`src/include/cwr_pkg.sv`:
```
/*
  Constants and types for the working-register context block.
  Assumes a single core clock and a plain register port from the core.
*/
package cwr_pkg;

  // ************************************************************
  // Widths and counts
  // ************************************************************
  localparam int CWR_DATA_W = 16;
  localparam int CWR_NUM_REGS = 16;
  localparam int CWR_ADDR_W = 4;
  localparam int CWR_SET_W = 3;
  localparam int CWR_PC_W = 23;
  localparam int CWR_NUM_ALT = 2;
  localparam int CWR_BANKED = 15;

  // ************************************************************
  // Register indices and set identifiers
  // ************************************************************
  localparam logic [CWR_ADDR_W-1:0] CWR_SP_INDEX = 4'hF;
  localparam logic [CWR_SET_W-1:0] CWR_SET_PRIMARY = 3'h0;
  localparam logic [CWR_SET_W-1:0] CWR_SET_ALT1 = 3'h1;
  localparam logic [CWR_SET_W-1:0] CWR_SET_ALT2 = 3'h2;
  localparam logic [CWR_SET_W-1:0] CWR_LEVEL_MIN = 3'h1;
  localparam logic [CWR_SET_W-1:0] CWR_LEVEL_MAX = 3'h6;

  // ************************************************************
  // Software-visible register offsets and fields
  // ************************************************************
  localparam logic [CWR_ADDR_W-1:0] CWR_OFF_ALT_CFG = 4'h0;
  localparam logic [CWR_ADDR_W-1:0] CWR_OFF_STATUS = 4'h2;
  localparam int CWR_ALT1_LSB = 0;
  localparam int CWR_ALT2_LSB = 4;
  localparam int CWR_CUR_LSB = 0;
  localparam int CWR_MAN_LSB = 8;
  localparam logic [CWR_DATA_W-1:0] CWR_ALT_CFG_RESET = 16'h0000;
  localparam logic [CWR_DATA_W-1:0] CWR_ZERO = 16'h0000;
  localparam logic [CWR_DATA_W-1:0] CWR_SP_STEP = 16'h0002;
  localparam logic [CWR_PC_W-1:0] CWR_PC_RESET = 23'h000000;

endpackage

```
`src/cwr_context.sv`:
```
/*
  Working-register file with two alternate banked sets, stack pointer,
  program counter register and context status.
  Assumes the execution unit and interrupt logic share i_clock.
*/
`timescale 1ns/1ps
module cwr_context (
  // Clock, reset and enable.
  input wire logic i_clock,
  input wire logic i_rst,
  input wire logic i_ce,
  // Working-register access from the execution unit.
  input wire logic i_wr,
  input wire logic [cwr_pkg::CWR_ADDR_W-1:0] i_waddr,
  input wire logic [cwr_pkg::CWR_DATA_W-1:0] i_wdata,
  input wire logic [cwr_pkg::CWR_ADDR_W-1:0] i_raddr_a,
  input wire logic [cwr_pkg::CWR_ADDR_W-1:0] i_raddr_b,
  output logic [cwr_pkg::CWR_DATA_W-1:0] o_rdata_a,
  output logic [cwr_pkg::CWR_DATA_W-1:0] o_rdata_b,
  // Stack pointer push and pop.
  input wire logic i_sp_push,
  input wire logic i_sp_pop,
  output logic [cwr_pkg::CWR_DATA_W-1:0] o_stack_pointer,
  // Program counter.
  input wire logic i_pc_load,
  input wire logic [cwr_pkg::CWR_PC_W-1:0] i_pc_value,
  output logic [cwr_pkg::CWR_PC_W-1:0] o_pc,
  // Interrupt entry and return.
  input wire logic i_irq_enter,
  input wire logic [cwr_pkg::CWR_SET_W-1:0] i_irq_level,
  input wire logic i_irq_return,
  input wire logic [cwr_pkg::CWR_SET_W-1:0] i_return_set,
  // Context swap instruction.
  input wire logic i_ctx_swap,
  input wire logic [cwr_pkg::CWR_SET_W-1:0] i_swap_set,
  // Software register port.
  input wire logic [cwr_pkg::CWR_ADDR_W-1:0] i_sw_addr,
  input wire logic [cwr_pkg::CWR_DATA_W-1:0] i_sw_wdata,
  input wire logic i_sw_write,
  input wire logic i_sw_read,
  output logic [cwr_pkg::CWR_DATA_W-1:0] o_sw_rdata,
  // Active set for the execution unit.
  output logic [cwr_pkg::CWR_SET_W-1:0] o_current_set_id
);
  import cwr_pkg::*;

  // ************************************************************
  // Declarations
  // ************************************************************
  logic [CWR_DATA_W-1:0] prim_reg [CWR_BANKED];
  logic [CWR_DATA_W-1:0] stack_pointer_register_reg;
  logic [CWR_PC_W-1:0] pc_reg;
  logic [CWR_DATA_W-1:0] alternate_set_config_word_reg;
  logic [CWR_SET_W-1:0] current_set_id_reg;
  logic [CWR_SET_W-1:0] current_set_id_next;
  logic [CWR_SET_W-1:0] manual_set_id_reg;
  logic [CWR_DATA_W-1:0] sw_rdata_reg;
  logic [CWR_DATA_W-1:0] alt1_a;
  logic [CWR_DATA_W-1:0] alt1_b;
  logic [CWR_DATA_W-1:0] alt2_a;
  logic [CWR_DATA_W-1:0] alt2_b;
  logic [CWR_SET_W-1:0] alt1_level;
  logic [CWR_SET_W-1:0] alt2_level;
  logic wr_sp;

  // A level outside 1..6 never binds a set.
  function automatic logic level_ok(input logic [CWR_SET_W-1:0] lvl);
    return (lvl >= CWR_LEVEL_MIN) && (lvl <= CWR_LEVEL_MAX);
  endfunction

  // Only the primary and two alternate sets exist; other ids are ignored.
  function automatic logic set_ok(input logic [CWR_SET_W-1:0] s);
    return (s == CWR_SET_PRIMARY) || (s == CWR_SET_ALT1) || (s == CWR_SET_ALT2);
  endfunction

  // Pick a word from the active set, with the shared stack pointer on top.
  function automatic logic [CWR_DATA_W-1:0] pick(
    input logic [CWR_ADDR_W-1:0] a,
    input logic [CWR_SET_W-1:0] s,
    input logic [CWR_DATA_W-1:0] p,
    input logic [CWR_DATA_W-1:0] x1,
    input logic [CWR_DATA_W-1:0] x2,
    input logic [CWR_DATA_W-1:0] sp
  );
    if (a == CWR_SP_INDEX) begin
      return sp;
    end else if (s == CWR_SET_ALT1) begin
      return x1;
    end else if (s == CWR_SET_ALT2) begin
      return x2;
    end
    return p;
  endfunction

  assign alt1_level = alternate_set_config_word_reg[CWR_ALT1_LSB +: CWR_SET_W];
  assign alt2_level = alternate_set_config_word_reg[CWR_ALT2_LSB +: CWR_SET_W];
  assign wr_sp = i_wr && (i_waddr == CWR_SP_INDEX);

  // ************************************************************
  // Banked storage
  // ************************************************************

  // Primary copy of registers 0 to 14.
  always_ff @(posedge i_clock or posedge i_rst) begin
    if (i_rst) begin
      for (int i = 0; i < CWR_BANKED; i++) begin
        prim_reg[i] <= CWR_ZERO;
      end
    end else if (i_ce && i_wr && !wr_sp && current_set_id_reg == CWR_SET_PRIMARY) begin
      prim_reg[i_waddr] <= i_wdata;
    end
  end

  // Alternate sets only see writes while they are the active set.
  cwr_bank u_alt1 (
    .i_clock(i_clock),
    .i_rst(i_rst),
    .i_ce(i_ce),
    .i_wr(i_wr && current_set_id_reg == CWR_SET_ALT1),
    .i_waddr(i_waddr),
    .i_wdata(i_wdata),
    .i_raddr_a(i_raddr_a),
    .i_raddr_b(i_raddr_b),
    .o_rdata_a(alt1_a),
    .o_rdata_b(alt1_b)
  );

  cwr_bank u_alt2 (
    .i_clock(i_clock),
    .i_rst(i_rst),
    .i_ce(i_ce),
    .i_wr(i_wr && current_set_id_reg == CWR_SET_ALT2),
    .i_waddr(i_waddr),
    .i_wdata(i_wdata),
    .i_raddr_a(i_raddr_a),
    .i_raddr_b(i_raddr_b),
    .o_rdata_a(alt2_a),
    .o_rdata_b(alt2_b)
  );

  // Operand reads are combinational so an operand is ready in its own cycle.
  assign o_rdata_a = pick(i_raddr_a, current_set_id_reg, prim_reg[i_raddr_a], alt1_a, alt2_a,
                          stack_pointer_register_reg);
  assign o_rdata_b = pick(i_raddr_b, current_set_id_reg, prim_reg[i_raddr_b], alt1_b, alt2_b,
                          stack_pointer_register_reg);

  // ************************************************************
  // Stack pointer and program counter
  // ************************************************************

  // Shared across sets; a direct write beats a push or pop in the same cycle.
  always_ff @(posedge i_clock or posedge i_rst) begin
    if (i_rst) begin
      stack_pointer_register_reg <= CWR_ZERO;
    end else if (i_ce) begin
      if (wr_sp) begin
        stack_pointer_register_reg <= i_wdata;
      end else if (i_sp_push && !i_sp_pop) begin
        stack_pointer_register_reg <= stack_pointer_register_reg + CWR_SP_STEP;
      end else if (i_sp_pop && !i_sp_push) begin
        stack_pointer_register_reg <= stack_pointer_register_reg - CWR_SP_STEP;
      end
    end
  end

  // Program counter holds a word address into program memory.
  always_ff @(posedge i_clock or posedge i_rst) begin
    if (i_rst) begin
      pc_reg <= CWR_PC_RESET;
    end else if (i_ce && i_pc_load) begin
      pc_reg <= i_pc_value;
    end
  end

  assign o_stack_pointer = stack_pointer_register_reg;
  assign o_pc = pc_reg;

  // ************************************************************
  // Set selection
  // ************************************************************

  // Swap wins over interrupt entry; return restores the set the core saved.
  always_comb begin
    current_set_id_next = current_set_id_reg;
    if (i_ctx_swap && set_ok(i_swap_set)) begin
      current_set_id_next = i_swap_set;
    end else if (i_irq_enter) begin
      if (level_ok(alt1_level) && i_irq_level == alt1_level) begin
        current_set_id_next = CWR_SET_ALT1;
      end else if (level_ok(alt2_level) && i_irq_level == alt2_level) begin
        current_set_id_next = CWR_SET_ALT2;
      end else begin
        current_set_id_next = CWR_SET_PRIMARY;
      end
    end else if (i_irq_return && set_ok(i_return_set)) begin
      current_set_id_next = i_return_set;
    end
  end

  always_ff @(posedge i_clock or posedge i_rst) begin
    if (i_rst) begin
      current_set_id_reg <= CWR_SET_PRIMARY;
    end else if (i_ce) begin
      current_set_id_reg <= current_set_id_next;
    end
  end

  // Records only explicit swaps, not interrupt-driven changes.
  always_ff @(posedge i_clock or posedge i_rst) begin
    if (i_rst) begin
      manual_set_id_reg <= CWR_SET_PRIMARY;
    end else if (i_ce && i_ctx_swap && set_ok(i_swap_set)) begin
      manual_set_id_reg <= i_swap_set;
    end
  end

  assign o_current_set_id = current_set_id_reg;

  // ************************************************************
  // Software register port
  // ************************************************************

  // Only the two level fields are writable; other bits stay zero.
  always_ff @(posedge i_clock or posedge i_rst) begin
    if (i_rst) begin
      alternate_set_config_word_reg <= CWR_ALT_CFG_RESET;
    end else if (i_ce && i_sw_write && i_sw_addr == CWR_OFF_ALT_CFG) begin
      alternate_set_config_word_reg <= CWR_ZERO;
      alternate_set_config_word_reg[CWR_ALT1_LSB +: CWR_SET_W] <= i_sw_wdata[CWR_ALT1_LSB +: CWR_SET_W];
      alternate_set_config_word_reg[CWR_ALT2_LSB +: CWR_SET_W] <= i_sw_wdata[CWR_ALT2_LSB +: CWR_SET_W];
    end
  end

  // Read data appears the cycle after the strobe; unmapped offsets read zero.
  always_ff @(posedge i_clock or posedge i_rst) begin
    if (i_rst) begin
      sw_rdata_reg <= CWR_ZERO;
    end else if (i_ce) begin
      sw_rdata_reg <= CWR_ZERO;
      if (i_sw_read) begin
        if (i_sw_addr == CWR_OFF_ALT_CFG) begin
          sw_rdata_reg <= alternate_set_config_word_reg;
        end else if (i_sw_addr == CWR_OFF_STATUS) begin
          sw_rdata_reg[CWR_CUR_LSB +: CWR_SET_W] <= current_set_id_reg;
          sw_rdata_reg[CWR_MAN_LSB +: CWR_SET_W] <= manual_set_id_reg;
        end
      end
    end
  end

  assign o_sw_rdata = sw_rdata_reg;

  // ************************************************************
  // Assertions
  // ************************************************************
  AST_SWAP_SELECTS: assert property (@(posedge i_clock) disable iff (i_rst)
    i_ce && i_ctx_swap && set_ok(i_swap_set) |=> current_set_id_reg == $past(i_swap_set))
    else $error("swap did not select named set");
  AST_MANUAL_TRACKS: assert property (@(posedge i_clock) disable iff (i_rst)
    i_ce && i_ctx_swap && set_ok(i_swap_set) |=> manual_set_id_reg == current_set_id_reg)
    else $error("manual id differs from swapped set");
  AST_IRQ_BINDS: assert property (@(posedge i_clock) disable iff (i_rst)
    i_ce && i_irq_enter && !i_ctx_swap && level_ok(alt1_level) && i_irq_level == alt1_level
    |=> current_set_id_reg == CWR_SET_ALT1)
    else $error("bound set not activated on entry");
  AST_SP_SHARED: assert property (@(posedge i_clock) disable iff (i_rst)
    o_rdata_a == stack_pointer_register_reg || i_raddr_a != CWR_SP_INDEX)
    else $error("stack pointer read mismatch");
  AST_SP_PUSH: assert property (@(posedge i_clock) disable iff (i_rst)
    i_ce && i_sp_push && !i_sp_pop && !wr_sp |=> stack_pointer_register_reg == $past(stack_pointer_register_reg) + CWR_SP_STEP)
    else $error("push did not advance stack pointer");
  AST_WRITE_READBACK: assert property (@(posedge i_clock) disable iff (i_rst)
    i_ce && i_wr && i_raddr_a == i_waddr ##1 current_set_id_reg == $past(current_set_id_reg)
    |-> o_rdata_a == $past(i_wdata) || i_raddr_a != $past(i_raddr_a))
    else $error("written word not read back");
  AST_PERSIST: assert property (@(posedge i_clock) disable iff (i_rst)
    current_set_id_reg != CWR_SET_ALT1 |=> u_alt1.mem_reg[0] == $past(u_alt1.mem_reg[0]))
    else $error("inactive set changed");
  AST_PC_LOAD: assert property (@(posedge i_clock) disable iff (i_rst)
    i_ce && i_pc_load |=> o_pc == $past(i_pc_value))
    else $error("pc not loaded");
  AST_STATUS_READ: assert property (@(posedge i_clock) disable iff (i_rst)
    i_ce && i_sw_read && i_sw_addr == CWR_OFF_STATUS
    |=> o_sw_rdata[CWR_CUR_LSB +: CWR_SET_W] == $past(current_set_id_reg))
    else $error("status read wrong");
  AST_RESET_PRIMARY: assert property (@(posedge i_clock)
    $fell(i_rst) |-> current_set_id_reg == CWR_SET_PRIMARY && manual_set_id_reg == CWR_SET_PRIMARY)
    else $error("reset did not select primary");

  COV_SWAP: cover property (@(posedge i_clock) disable iff (i_rst) i_ce && i_ctx_swap);
  COV_IRQ_ALT: cover property (@(posedge i_clock) disable iff (i_rst)
    i_ce && i_irq_enter ##1 current_set_id_reg != CWR_SET_PRIMARY);
  COV_RETURN: cover property (@(posedge i_clock) disable iff (i_rst) i_ce && i_irq_return);
endmodule

```
`src/cwr_bank.sv`:
```
/*
  One banked copy of registers 0 to 14.
  Assumes the parent enables writes only for the set it owns.
*/
`timescale 1ns/1ps
module cwr_bank (
  // Clock, reset and enable.
  input wire logic i_clock,
  input wire logic i_rst,
  input wire logic i_ce,
  // Write port.
  input wire logic i_wr,
  input wire logic [cwr_pkg::CWR_ADDR_W-1:0] i_waddr,
  input wire logic [cwr_pkg::CWR_DATA_W-1:0] i_wdata,
  // Read ports.
  input wire logic [cwr_pkg::CWR_ADDR_W-1:0] i_raddr_a,
  input wire logic [cwr_pkg::CWR_ADDR_W-1:0] i_raddr_b,
  output logic [cwr_pkg::CWR_DATA_W-1:0] o_rdata_a,
  output logic [cwr_pkg::CWR_DATA_W-1:0] o_rdata_b
);
  import cwr_pkg::*;

  logic [CWR_DATA_W-1:0] mem_reg [CWR_BANKED];

  // Contents persist while the bank is inactive, so handlers find old values.
  always_ff @(posedge i_clock or posedge i_rst) begin
    if (i_rst) begin
      for (int i = 0; i < CWR_BANKED; i++) begin
        mem_reg[i] <= CWR_ZERO;
      end
    end else if (i_ce && i_wr && i_waddr != CWR_SP_INDEX) begin
      mem_reg[i_waddr] <= i_wdata;
    end
  end

  // Index 15 never lives here; the parent substitutes the stack pointer.
  assign o_rdata_a = (i_raddr_a == CWR_SP_INDEX) ? CWR_ZERO : mem_reg[i_raddr_a];
  assign o_rdata_b = (i_raddr_b == CWR_SP_INDEX) ? CWR_ZERO : mem_reg[i_raddr_b];
endmodule

```
`config.mk`:
```
export PLATFORM = sky130hd
export DESIGN_NAME = cwr_context
export DESIGN_NICKNAME = d
export VERILOG_FILES = /design/src/include/cwr_pkg.sv /design/src/cwr_context.sv /design/src/cwr_bank.sv
export SDC_FILE = /design/constraint.sdc
export NUM_CORES = 2
export LEC_CHECK = 0
export ABC_AREA = 1
export BUFFER_PORTS_ARGS = -buffer_cell sky130_fd_sc_hd__buf_2
export CAP_MARGIN = 40
export CORE_UTILIZATION = 30
export CTS_CLUSTER_DIAMETER = 200
export DETAILED_ROUTE_END_ITERATION = 7
export GPL_TIMING_DRIVEN = 0
export PLACE_DENSITY = 0.42
export SETUP_SLACK_MARGIN = 0.02
export SYNTH_ARGS = -nofsm -noshare
export SYNTH_HDL_FRONTEND = slang
export SYNTH_SLANG_ARGS = --single-unit
```
`constraint.sdc`:
```
create_clock -name i_clock -period 25.8 [get_ports i_clock]
set_input_delay 1.29 -clock i_clock [delete_from_list [all_inputs] [get_ports i_clock]]
set_output_delay 1.29 -clock i_clock [all_outputs]
set_load 0.005 [all_outputs]
```
==> metrics <==
run status=finished, violations left; failing checks=design-rule violations; drt wl/cell=38.56 um; DRT Pass-1 Iters=8; routed via count=49440; Routability Congestion=1.104; cts hold-fix bufs=0; CP endpoint kind=output port; Final Non-Filler Cells=8419; critical path data required time=24.51 ns; Crit path arrival time=5.17 ns; maximum vdd drop=0.06072 mV; Clock transition at path regs=0.06 ns; Final Critical Period=6.460 ns; Place WS=19.84 ns; CTS HTree Levels=3; Total Wirelength=324.6 mm; setup bufs post-CTS=0; worst r2r src=o_current_set_id[1]$_DFFE_PP0P_; vias in the first global route=45610; Comb power frac=24.8%; Post-Place Cells=8222; Power per Cell Area=77.46 nW/um^2; syn_area_per_cell=7.211 um^2; post_cts resized=0; unrepaired setup endpoints after global routing=no; first-pass GRT wire length=425.9 mm; area fraction of the dominant cell type after synthesis=45.64%; Clock power frac=37.2%; Initial Utilization=30.24%; Final #Nets=6542; Core Footprint=141400 um^2; switching power=1515 uW; Netlist cell types=40; Mapped Area=42770 um^2; r2r setup slk=22.44 ns; Setup crit start kind=input port; Hold Violations, Final=0; EDFF count, synth=0; chip height=379.6 um; Setup Skew=0.02409 ns; Least-Margin Pin Slew=1.140 ns; root buffer cell=clkbuf_16; Final Worst Setup Slack=19.34 ns; initial drt markers=8097; share of the clock period used by the worst path=25.04%; DRT antenna net count=0; commonest non-fill, non-tap cell in the layout=nand2_1; headroom to the max-slew limit=24.00%; Flop pwr share=38.0%; clock sinks=780; Fmax=0.1548 GHz; Max Cap Viol=0; leading cell types in the layout, fill and taps excluded=nand2_1, dfrtp_1, o21ai_0, nand3_1, inv_1; Die Span X=379.6 um; Hold Path Class=input port to async pin; sequential share of the synthesized area=45.64%; sw frac=36.92%; Pins Over Slew Limit=0; CTS max path bufs=3; Clk Latency, worst-skew pair=0.77 ns; internal power=2587 uW; Synth area leaders=dfrtp_1, nand2_1, o21ai_0; CP Max Fanout=10; Synth Register Bits=780; CTS tree=done; GRT Util Overall=43.99%; drc violations=14; Reg-to-Reg End=u_alt1.mem_reg[39]$_DFFE_PP0P_; Post-Synthesis Cells=5931; Via density=5.873; largest net degree at the start of global routing=114; worst r2r path cells=8; post-synth top area cell=dfrtp_1; critical path type=input port to output port; YS warnings=0; Remaining Overflow, GRT=0; top_reg_cell synth=dfrtp_1; leak pwr=0.02394 uW; antenna violations before repair=51; Area Growth Syn to Fin=23.83%; Port-buffer cells=160; I/O Pins=182; site row count=138; CTS Buf Count=98; die area=144100 um^2; Async S/R FF share, synth=100.0%; dpl hpwl=257.6 mm; share of post-route cells with drive strength above 1=11.32%; final setup violation count=0
==> cell families (layout without fill, tap and decap cells) <==
family | count (synthesis) | after routing | share of synthesized area (%)
AO/OA/AOI/OAI | 1289 | 1289 | 16.29
XOR/XNOR | 10 | 10 | 0.2048
adder cells (fa/ha/maj) | 15 | 15 | 0.4564
buffers and inverters | 925 | 1499 | 8.557
flip-flops | 780 | 780 | 45.64
multiplexers | 26 | 26 | 0.6846
other | 1 | 25 | 0.008768
AND/OR/NAND/NOR | 2885 | 2885 | 28.16
==> critical path, cell delays in order <==
cell and delay, ns:
buf_2 0.27, nand2_1 0.64, inv_1 0.35, clkbuf_1 0.69, buf_8 0.28, nand2_1 0.07
nand4_1 0.16, nand3_1 0.45, nand3_1 0.47, nand3_1 0.17, nand2_1 0.16, buf_2 0.14
==> cell usage after synthesis (all sizes together) (3+ instances only) <==
library cell  count
inv             433
clkbuf          313
clkinv           14
xnor2             3
nand4           201
nor2            168
ha               14
a22oi            11
o21bai            3
o21ai           892
xor2              7
a21oi           180
o22ai            25
mux2             26
nand3           447
nand2          2064
o211ai          163
nor3              3
buf             165
dfrtp           780
o31ai             7
o221ai            4
==> stage by stage <==
stage | instance area [um^2] | power, uW | utilization (%) | setup TNS (ns) | hold slack [ns]
floorplan | 42790 | 1983 | - | 0 | 0.4530
global placement | 45960 | 2486 | 32.50 | -6973.77 | 0.4635
detailed placement | 49430 | 2544 | 34.96 | 0 | 0.4605
CTS | 52890 | 4064 | 37.40 | 0 | 0.4339
global route | 52920 | 4216 | 37.42 | 0 | 0.4447
finish | 52960 | 4102 | 37.45 | 0 | 0.4438
==> area by class of cell <==
type / count / area (um^2)
fillers: 15230 / 88450
multi-input cells: 4232 / 19620
flip-flops and latches: 780 / 19520
repair buffers: 398 / 4262
clock buffers: 140 / 2861
well taps: 1890 / 2365
plain buffers: 478 / 2004
inverters: 447 / 1687
clock inverters: 36 / 596.8
diodes: 18 / 45.04
==> power groups by stage <==
stage	sequential (uW)	clock, uW	combinational (uW)
3_3_place_gp	1570	0	912
5_1_grt	1570	1580	1070
4_1_cts	1550	1540	976
2_1_floorplan	1490	0	489
3_5_place_dp	1570	0	974
6_report	1560	1520	1020
==> worst max path at each step <==
stage / startpoint / endpoint / slack (ns) / cells past startpoint
3_3_place_gp: i_rst / prim_reg[102]$_DFFE_PP0P_ / -9.14 / 2
2_1_floorplan: i_rst / alternate_set_config_word_reg[0]$_DFFE_PP0P_ / 2.61 / 1
3_5_place_dp: i_raddr_a[1] / o_rdata_a[11] / 19.84 / 12
6_report: i_raddr_a[1] / o_rdata_a[5] / 19.34 / 12
4_1_cts: i_raddr_a[1] / o_rdata_a[11] / 19.83 / 12
5_1_grt: i_raddr_a[1] / o_rdata_a[6] / 19.54 / 12
==> layer usage <==
metal  GRT usage (%)  vias up  part of all wire [%]
met3           13.61      946                    11
met4           28.29       44                   7.7
met1           56.71    24530                    40
met2           63.44     3394                    41
met5               0        -                 0.096
li1                -    20530                     -
(Power assumes the default switching activity.)
